[config.mk]
export PLATFORM = sky130hd
export DESIGN_NAME = gpe_port
export DESIGN_NICKNAME = d
export VERILOG_FILES = /design/src/gpe_pkg.sv /design/src/gpe_port.sv
export VERILOG_INCLUDE_DIRS = /design/src /design/src/src
export SDC_FILE = /design/constraint.sdc
export NUM_CORES = 1
export LEC_CHECK = 0
export BUFFER_PORTS_ARGS = -buffer_cell sky130_fd_sc_hd__buf_2
export CORE_MARGIN = 3
export CORE_UTILIZATION = 52
export DETAILED_ROUTE_END_ITERATION = 12
export PLACE_DENSITY = 0.91
export SLEW_MARGIN = 20
export SYNTH_ARGS = -nofsm -noshare
export SYNTH_HDL_FRONTEND = slang
export SYNTH_SLANG_ARGS = --single-unit
export TNS_END_PERCENT = 5
[constraint.sdc]
create_clock -name clock_i -period 2.9 [get_ports clock_i]
set_input_delay 0.58 -clock clock_i [delete_from_list [all_inputs] [get_ports clock_i]]
set_output_delay 0.58 -clock clock_i [all_outputs]
set_load 0.02 [all_outputs]
[src/gpe_regs.svh]
`ifndef GPE_REGS_SVH
`define GPE_REGS_SVH
`define GPE_ADDR_DATA 3'h0
`define GPE_ADDR_DIR 3'h1
`define GPE_ADDR_OPT 3'h2
`define GPE_ADDR_MISC 3'h3
`define GPE_RESET_VAL 8'h00
`define GPE_MISC_IS1_LO 3
`define GPE_MISC_IS0_LO 1
`endif

[src/gpe_pkg.sv]
package gpe_pkg;
  typedef enum logic [1:0] {
    GPE_SENS_FALL_LOW = 2'b00,
    GPE_SENS_RISE = 2'b01,
    GPE_SENS_FALL = 2'b10,
    GPE_SENS_BOTH = 2'b11
  } gpe_sens_t;
endpackage

[src/gpe_port.sv]
`timescale 1ns/1ps
`include "gpe_regs.svh"
module gpe_port
  import gpe_pkg::*;
(
  input wire logic clock_i,
  input wire logic rst_i,
  input wire logic en_i,
  input wire logic [2:0] addr_i,
  input wire logic [7:0] wdata_i,
  input wire logic wr_i,
  input wire logic rd_i,
  output logic [7:0] rdata_o,
  input wire logic [7:0] pin_i,
  output logic [7:0] pin_o,
  output logic [7:0] pin_oe_o,
  output logic [7:0] pullup_en_o,
  input wire logic [7:0] alt_en_i,
  input wire logic [7:0] alt_out_en_i,
  input wire logic [7:0] alt_out_i,
  input wire logic [7:0] alt_pp_i,
  output logic [7:0] alt_in_o,
  input wire logic [7:0] bank0_mask_i,
  input wire logic [1:0] vec_fetch_i,
  output logic [1:0] irq_o
);
  // ==========================================
  // registers
  logic [7:0] data_q, dir_q, opt_q, misc_q;
  logic [7:0] pin_s1_q, pin_q;
  logic [1:0] src_prev_q, irq_q;
  logic [7:0] rdata_q;

  function automatic logic sens_hit(input logic [1:0] s, input logic prev, input logic cur);
    case (s)
      GPE_SENS_FALL_LOW: sens_hit = !cur;
      GPE_SENS_RISE: sens_hit = !prev && cur;
      GPE_SENS_FALL: sens_hit = prev && !cur;
      GPE_SENS_BOTH: sens_hit = prev != cur;
      default: sens_hit = 1'b0;
    endcase
  endfunction

  always_ff @(posedge clock_i or posedge rst_i) begin
    if (rst_i) begin
      data_q <= `GPE_RESET_VAL;
      dir_q <= `GPE_RESET_VAL;
      opt_q <= `GPE_RESET_VAL;
      misc_q <= `GPE_RESET_VAL;
    end else if (en_i && wr_i) begin
      case (addr_i)
        `GPE_ADDR_DATA: data_q <= wdata_i;
        `GPE_ADDR_DIR: dir_q <= wdata_i;
        `GPE_ADDR_OPT: opt_q <= wdata_i;
        `GPE_ADDR_MISC: misc_q <= wdata_i;
        default: ;
      endcase
    end
  end

  // ==========================================
  // pin synchroniser; first stage feeds only the second
  always_ff @(posedge clock_i or posedge rst_i) begin
    if (rst_i) begin
      pin_s1_q <= 8'h00;
      pin_q <= 8'h00;
    end else if (en_i) begin
      pin_s1_q <= pin_i;
      pin_q <= pin_s1_q;
    end
  end

  // ==========================================
  // pad control, per bit n
  logic [7:0] alt_drive, out_mode, push_pull, drive_val;
  always_comb begin
    alt_drive = alt_en_i & alt_out_en_i;
    out_mode = alt_drive | (~alt_en_i & dir_q);
    push_pull = (alt_drive & alt_pp_i) | (~alt_drive & opt_q);
    drive_val = (alt_drive & alt_out_i) | (~alt_drive & data_q);
    pin_o = drive_val;
    pin_oe_o = out_mode & (push_pull | ~drive_val);
    pullup_en_o = ~out_mode & ~alt_en_i & opt_q;
    alt_in_o = (dir_q & data_q) | (~dir_q & pin_q);
  end

  // ==========================================
  // register read, data one cycle after strobe
  logic [7:0] data_rd;
  always_comb begin
    data_rd = (dir_q & data_q) | (~dir_q & ~alt_drive & pin_q) | (~dir_q & alt_drive & alt_out_i);
  end

  always_ff @(posedge clock_i or posedge rst_i) begin
    if (rst_i) begin
      rdata_q <= 8'h00;
    end else if (en_i) begin
      if (rd_i) begin
        case (addr_i)
          `GPE_ADDR_DATA: rdata_q <= data_rd;
          `GPE_ADDR_DIR: rdata_q <= dir_q;
          `GPE_ADDR_OPT: rdata_q <= opt_q;
          `GPE_ADDR_MISC: rdata_q <= misc_q;
          default: rdata_q <= 8'h00;
        endcase
      end else begin
        rdata_q <= 8'h00;
      end
    end
  end
  assign rdata_o = rdata_q;

  // ==========================================
  // external interrupt sources; non-interrupt pins read as 1 in the AND
  logic [7:0] irq_pin;
  logic [1:0] src, hit, sens_wr;
  always_comb begin
    irq_pin = ~dir_q & opt_q;
    src[0] = &(pin_q | ~(irq_pin & bank0_mask_i));
    src[1] = &(pin_q | ~(irq_pin & ~bank0_mask_i));
    hit[0] = (|(irq_pin & bank0_mask_i)) && sens_hit(misc_q[`GPE_MISC_IS0_LO +: 2], src_prev_q[0], src[0]);
    hit[1] = (|(irq_pin & ~bank0_mask_i)) && sens_hit(misc_q[`GPE_MISC_IS1_LO +: 2], src_prev_q[1], src[1]);
    sens_wr[0] = wr_i && addr_i == `GPE_ADDR_MISC && wdata_i[`GPE_MISC_IS0_LO +: 2] != misc_q[`GPE_MISC_IS0_LO +: 2];
    sens_wr[1] = wr_i && addr_i == `GPE_ADDR_MISC && wdata_i[`GPE_MISC_IS1_LO +: 2] != misc_q[`GPE_MISC_IS1_LO +: 2];
  end

  always_ff @(posedge clock_i or posedge rst_i) begin
    if (rst_i) begin
      src_prev_q <= 2'b11;
    end else if (en_i) begin
      src_prev_q <= src;
    end
  end

  // a new event in a fetch cycle wins; a sensitivity change always clears
  always_ff @(posedge clock_i or posedge rst_i) begin
    if (rst_i) begin
      irq_q <= 2'b00;
    end else if (en_i) begin
      irq_q <= (hit | (irq_q & ~vec_fetch_i)) & ~sens_wr;
    end
  end
  assign irq_o = irq_q;

  // ==========================================
  // checks on reset and pad control
  a_rst_zero: assert property (@(posedge clock_i)
    $fell(rst_i)
    |-> dir_q == 8'h00 && opt_q == 8'h00 && data_q == 8'h00 && misc_q == 8'h00 && irq_o == 2'b00)
    else $error("registers not zero after reset");
  a_oe_input: assert property (@(posedge clock_i) disable iff (rst_i)
    (alt_en_i == 8'h00)
    |-> ((pin_oe_o & ~dir_q) == 8'h00))
    else $error("input pin driven");
  a_od_high: assert property (@(posedge clock_i) disable iff (rst_i)
    (alt_en_i == 8'h00)
    |-> ((pin_oe_o & dir_q & ~opt_q & data_q) == 8'h00))
    else $error("open drain drives high");
  a_pp_drive: assert property (@(posedge clock_i) disable iff (rst_i)
    (alt_en_i == 8'h00)
    |-> ((pin_oe_o & dir_q & opt_q) == (dir_q & opt_q)))
    else $error("push-pull not driven");
  a_od_low: assert property (@(posedge clock_i) disable iff (rst_i)
    (alt_en_i == 8'h00)
    |-> ((dir_q & ~data_q & ~pin_oe_o) == 8'h00))
    else $error("output low not driven");
  a_pin_latch: assert property (@(posedge clock_i) disable iff (rst_i)
    (alt_en_i == 8'h00)
    |-> (((pin_o ^ data_q) & dir_q) == 8'h00))
    else $error("pin value differs from latch");
  a_pullup_cfg: assert property (@(posedge clock_i) disable iff (rst_i)
    (alt_en_i == 8'h00)
    |-> (pullup_en_o == (~dir_q & opt_q)))
    else $error("pull-up configuration wrong");
  a_pullup_drive: assert property (@(posedge clock_i) disable iff (rst_i)
    1'b1
    |-> ((pullup_en_o & pin_oe_o) == 8'h00))
    else $error("pull-up on a driven pin");

  // checks on alternate functions
  a_alt_force: assert property (@(posedge clock_i) disable iff (rst_i)
    1'b1
    |-> ((alt_drive & ~pin_oe_o & ~alt_out_i) == 8'h00))
    else $error("alternate low not driven");
  a_alt_pp: assert property (@(posedge clock_i) disable iff (rst_i)
    1'b1
    |-> ((alt_drive & alt_pp_i & ~pin_oe_o) == 8'h00))
    else $error("alternate push-pull not driven");
  a_alt_od: assert property (@(posedge clock_i) disable iff (rst_i)
    1'b1
    |-> ((alt_drive & ~alt_pp_i & alt_out_i & pin_oe_o) == 8'h00))
    else $error("alternate open drain drives high");
  a_alt_value: assert property (@(posedge clock_i) disable iff (rst_i)
    1'b1
    |-> ((alt_drive & (pin_o ^ alt_out_i)) == 8'h00))
    else $error("alternate value not on pin");
  a_alt_no_pull: assert property (@(posedge clock_i) disable iff (rst_i)
    1'b1
    |-> ((alt_en_i & pullup_en_o) == 8'h00))
    else $error("pull-up on alternate pin");
  a_alt_in_latch: assert property (@(posedge clock_i) disable iff (rst_i)
    1'b1
    |-> ((alt_en_i & dir_q & (alt_in_o ^ data_q)) == 8'h00))
    else $error("peripheral input not from latch");
  a_alt_in_pin: assert property (@(posedge clock_i) disable iff (rst_i)
    1'b1
    |-> ((~dir_q & (alt_in_o ^ pin_q)) == 8'h00))
    else $error("peripheral input not from pin");

  // checks on the register port
  a_wr_data_lat: assert property (@(posedge clock_i) disable iff (rst_i)
    en_i && wr_i && addr_i == `GPE_ADDR_DATA
    |=> data_q == $past(wdata_i))
    else $error("data latch missed write");
  a_wr_dir: assert property (@(posedge clock_i) disable iff (rst_i)
    en_i && wr_i && addr_i == `GPE_ADDR_DIR
    |=> dir_q == $past(wdata_i))
    else $error("direction missed write");
  a_wr_opt: assert property (@(posedge clock_i) disable iff (rst_i)
    en_i && wr_i && addr_i == `GPE_ADDR_OPT
    |=> opt_q == $past(wdata_i))
    else $error("option missed write");
  a_rd_dir: assert property (@(posedge clock_i) disable iff (rst_i)
    en_i && rd_i && addr_i == `GPE_ADDR_DIR
    |=> rdata_o == $past(dir_q))
    else $error("direction readback wrong");
  a_rd_opt: assert property (@(posedge clock_i) disable iff (rst_i)
    en_i && rd_i && addr_i == `GPE_ADDR_OPT
    |=> rdata_o == $past(opt_q))
    else $error("option readback wrong");
  a_rd_misc: assert property (@(posedge clock_i) disable iff (rst_i)
    en_i && rd_i && addr_i == `GPE_ADDR_MISC
    |=> rdata_o == $past(misc_q))
    else $error("misc readback wrong");
  a_rd_data_out: assert property (@(posedge clock_i) disable iff (rst_i)
    en_i && rd_i && addr_i == `GPE_ADDR_DATA
    |=> ((rdata_o ^ $past(data_q)) & $past(dir_q)) == 8'h00)
    else $error("output readback not latch");
  a_rd_data_in: assert property (@(posedge clock_i) disable iff (rst_i)
    en_i && rd_i && addr_i == `GPE_ADDR_DATA && alt_en_i == 8'h00
    |=> ((rdata_o ^ $past(pin_q)) & ~$past(dir_q)) == 8'h00)
    else $error("input readback not pin");
  a_rd_alt_out: assert property (@(posedge clock_i) disable iff (rst_i)
    en_i && rd_i && addr_i == `GPE_ADDR_DATA
    |=> (($past(alt_drive) & ~$past(dir_q)) & (rdata_o ^ $past(alt_out_i))) == 8'h00)
    else $error("alternate output not read back");
  a_rd_idle: assert property (@(posedge clock_i) disable iff (rst_i)
    en_i && !rd_i
    |=> rdata_o == 8'h00)
    else $error("read data outside read slot");
  a_freeze: assert property (@(posedge clock_i) disable iff (rst_i)
    !en_i
    |=> $stable(dir_q) && $stable(data_q) && $stable(irq_o) && $stable(rdata_o))
    else $error("state moved with enable low");

  // checks on external interrupts and the pin synchroniser
  a_sens_clear: assert property (@(posedge clock_i) disable iff (rst_i)
    en_i && sens_wr[0]
    |=> !irq_o[0])
    else $error("sensitivity change left request");
  a_sens_clear1: assert property (@(posedge clock_i) disable iff (rst_i)
    en_i && sens_wr[1]
    |=> !irq_o[1])
    else $error("sensitivity change left request");
  a_fetch_clear: assert property (@(posedge clock_i) disable iff (rst_i)
    en_i && vec_fetch_i[1] && !hit[1]
    |=> !irq_o[1])
    else $error("fetch left request");
  a_fetch_clear0: assert property (@(posedge clock_i) disable iff (rst_i)
    en_i && vec_fetch_i[0] && !hit[0]
    |=> !irq_o[0])
    else $error("fetch left request");
  a_irq_hold: assert property (@(posedge clock_i) disable iff (rst_i)
    en_i && irq_o[0] && !vec_fetch_i[0] && !sens_wr[0]
    |=> irq_o[0])
    else $error("request lost without clear");
  a_irq_set: assert property (@(posedge clock_i) disable iff (rst_i)
    en_i && hit[0] && !sens_wr[0]
    |=> irq_o[0])
    else $error("event did not raise request");
  a_irq_set1: assert property (@(posedge clock_i) disable iff (rst_i)
    en_i && hit[1] && !sens_wr[1]
    |=> irq_o[1])
    else $error("event did not raise request");
  a_irq_no_src: assert property (@(posedge clock_i) disable iff (rst_i)
    en_i && !irq_o[0] && (irq_pin & bank0_mask_i) == 8'h00
    |=> !irq_o[0])
    else $error("request without interrupt pin");
  a_and_mask: assert property (@(posedge clock_i) disable iff (rst_i)
    (irq_pin & bank0_mask_i & ~pin_q) != 8'h00
    |-> !src[0])
    else $error("low pin did not mask source");
  a_and_mask1: assert property (@(posedge clock_i) disable iff (rst_i)
    (irq_pin & ~bank0_mask_i & ~pin_q) != 8'h00
    |-> !src[1])
    else $error("low pin did not mask source");
  a_level_low: assert property (@(posedge clock_i) disable iff (rst_i)
    en_i && misc_q[`GPE_MISC_IS0_LO +: 2] == GPE_SENS_FALL_LOW && (irq_pin & bank0_mask_i) != 8'h00
      && !src[0] && !sens_wr[0]
    |=> irq_o[0])
    else $error("low level did not raise request");
  a_rise_only: assert property (@(posedge clock_i) disable iff (rst_i)
    en_i && misc_q[`GPE_MISC_IS0_LO +: 2] == GPE_SENS_RISE && !irq_o[0] && !(!src_prev_q[0] && src[0])
    |=> !irq_o[0])
    else $error("request without rising edge");
  a_fall_only: assert property (@(posedge clock_i) disable iff (rst_i)
    en_i && misc_q[`GPE_MISC_IS0_LO +: 2] == GPE_SENS_FALL && !irq_o[0] && !(src_prev_q[0] && !src[0])
    |=> !irq_o[0])
    else $error("request without falling edge");
  a_sync_delay: assert property (@(posedge clock_i) disable iff (rst_i)
    en_i ##1 en_i
    |-> pin_q == $past(pin_i, 2))
    else $error("synchroniser delay wrong");

  // scenarios worth seeing
  c_irq0: cover property (@(posedge clock_i) disable iff (rst_i) $rose(irq_o[0]));
  c_irq1_fetch: cover property (@(posedge clock_i) disable iff (rst_i) irq_o[1] ##1 vec_fetch_i[1]);
  c_alt_out: cover property (@(posedge clock_i) disable iff (rst_i) alt_drive != 8'h00);
  c_fetch_set: cover property (@(posedge clock_i) disable iff (rst_i) vec_fetch_i[0] && hit[0]);
  c_freeze: cover property (@(posedge clock_i) disable iff (rst_i) !en_i && wr_i);
endmodule

==> flow_summary.json <==
{
  "cp-startpoint": "dir_q[5]",
  "max_freq_ghz": 0.365,
  "first_pass_iters": 5,
  "antenna_found_initial": 0,
  "avgViaCountPerCell": 6.09,
  "cts-resized-gates": 0,
  "total_leakage_power_nw": 2.09,
  "drt-met1-wl_mm": 3.85,
  "yosys_register_bits": 60,
  "setup-tns-final_ps": 0,
  "crit_path_end_kind": "flop",
  "setup_ws_ps": 158,
  "synthToLayoutAreaGrowth_pct": 22.1,
  "synth_edf_count": 0,
  "cp_max_fo": 7,
  "cts_root_buffer": "clkbuf_8",
  "slew_headroom": 0.496,
  "clk_pin_slew_ps": 60,
  "gr-total-overflow": 0,
  "critical_path_class": "flop to flop",
  "ant_nets": 0,
  "ctsHtreeMaxLevel": 3,
  "synth_compound_area_frac": 0.148,
  "reg2reg_to": "irq_o[1]",
  "pre_cts_ws_ps": 91.7,
  "fp.dieH_um": 88.3,
  "drt-total-wl_mm": 9.50,
  "cts-buffers-inserted": 9,
  "reg2reg_from": "dir_q[5]",
  "grt_pass1_vias": 3066,
  "grt_pass1_wl_mm": 14.8,
  "hold_buffers": 0,
  "syn_nets": 397,
  "synthCells": 327,
  "synth-simple-area-share": 0.161,
  "async_reset_ff_frac": 1.00,
  "grt_max_degree": 61,
  "clk_latency_ps": 340,
  "ios": 108,
  "post-route-period-util": 0.945,
  "setup_violations": 0,
  "num_vias": 3165,
  "nets": 512,
  "gp_congestion": 0.869,
  "synth_cell_types": 45,
  "synth_ff_type": "dfrtp_1",
  "slew_viol_final": 0,
  "routedWlPerCell_um": 18.3,
  "ys_seq_area_frac": 0.427,
  "hold_path_class": "input port to asynchronous set/reset pin",
  "critPathLaunchType": "flop",
  "syn_area_um2": 3520,
  "final_cell_mix": "107 x buf_2, 65 x mux2_2, 58 x dfrtp_1",
  "postCtsSetupBuffers": 0,
  "worst_pin_slew_ps": 756,
  "grt_setup_unrepaired": "false",
  "powerDensity_nw_per_um2": 652,
  "yosys_warnings": 0,
  "drc": 0,
  "drive_gt1_frac": 0.440,
  "cts_tree": "yes",
  "status": "complete, no violations",
  "die_w_um": 88.3,
  "dpl.hpwl_mm": 6.87,
  "diodes": 0,
  "cts_sinks": 60,
  "worstPathRequired_ps": 3110,
  "synth-adder-area-share": 0.0142,
  "maxCapViolCount": 0,
  "syn_area_per_cell_um2": 10.8,
  "finalHoldViolCount": 0,
  "drt_iter0_markers": 289,
  "reg2reg_setup_slack_ps": 160,
  "crit_path_end": "irq_o[1]",
  "final_common_cell": "buf_2",
  "core_um2": 6460,
  "top_layer": "met4",
  "r2r_cells": 10,
  "fp-row-count": 29,
  "initial_core_util": 0.546,
  "cts_buffer_depth": 2,
  "port_buffers": 107,
  "vdd_drop_max_uv": 388,
  "dieArea_um2": 7800,
  "grt_util_all_layers": 0.251,
  "min_period_ps": 2740,
  "synth_mux_area_frac": 0.214,
  "cp.arrival_ps": 2950,
  "wl_met3_um": 940,
  "synth_top_family_by_area": "multiplexers",
  "finClkSkew_ps": 7.07,
  "dr_wl_met2_mm": 4.47,
  "synth_xor_xnor_area_share": 0.00994
}
kinds of logic (layout without fill, tap and decap cells):
logic type,Yosys count,count (layout)
muxes,67,67
buffers and inverters,23,139
and+or+nand+nor,103,103
DFF,60,60
xor gates and xnor gates,4,4
adders and majority gates,4,4
AOI/OAI and AO/OA,66,66
synth_stat cells (all sizes together) (8+ instances only):
cell type / n / area share
and3: 8 / 0.014
nand3: 10 / 0.014
a221oi: 8 / 0.020
nand2b: 15 / 0.027
a211oi: 8 / 0.017
a21o: 8 / 0.017
inv: 15 / 0.016
dfrtp: 58 / 0.41
o2bb2ai: 8 / 0.020
nor2b: 9 / 0.016
nand2: 21 / 0.022
nor2: 20 / 0.024
nor3: 10 / 0.021
mux2: 66 / 0.21
a32oi: 8 / 0.020
report_power, final:
| part | switching [W] | leakage (nW) | internal, W |
|---|---|---|---|
| Clock | 0.000297 | 0.0743 | 0.000315 |
| Sequential | 0.000182 | 0.735 | 0.00101 |
| Combinational | 0.000525 | 1.28 | 0.000476 |
| Total | 0.00100 | 2.09 | 0.00180 |
flip-flops by register name, indices dropped and copies added, names as in the netlist:
name,cells
data_q,8
dir_q,8
irq_o,2
misc_q,8
opt_q,8
pin_q,8
pin_s1_q,8
rdata_o,8
src_prev_q,2
worst min path at each step:
| stage | startpoint | endpoint | slack (ps) | cells after the start |
|---|---|---|---|---|
| CTS | pin_i[5] | pin_s1_q[5] | 460 | 2 |
| finish | rst_i | pin_s1_q[5] | 450 | 3 |
| global route | pin_i[3] | pin_s1_q[3] | 470 | 2 |
| floorplan | misc_q[0] | misc_q[0] | 470 | 1 |
| global placement | irq_o[0] | irq_o[0] | 470 | 2 |
| detailed placement | rdata_o[6] | rdata_o[6] | 480 | 1 |
routing by layer:
metal,GRT usage,vias up
li1,-,1452
met1,0.316,1520
met2,0.408,171
met3,0.0652,22
met4,0.110,0
met5,0,-
area by class of cell:
class                   instances  area (µm²)
multi-input cells             244        1930
clock buffers                  12         145
repair buffers                112         573
inverters                      15        56.3
fillers                       519        2150
flip-flops and latches         60        1500
well taps                      77        96.3
stage by stage:
step / std cells / hold slack (ps) / utilization / total power (W) / cell area [µm²]
finish: 520 / 448 / 0.666 / 0.00281 / 4300
global route: 520 / 468 / 0.666 / 0.00297 / 4300
CTS: 520 / 462 / 0.666 / 0.00281 / 4300
detailed placement: 508 / 477 / 0.644 / 0.00220 / 4160
global placement: 508 / 470 / 0.644 / 0.00214 / 4160
floorplan: 327 / 474 / - / 0.00187 / 3520
critical path: stages, from the launching register on:
cell      delay [ps]
dfrtp_1          440
nand2b_1         240
nor2_1            90
a221o_1          430
nor3_4           240
inv_1             70
ha_1             280
inv_1             60
mux2i_1           60
a221o_1          360
o41ai_1          340
No activity file was read; power rests on OpenSTA's default activity.
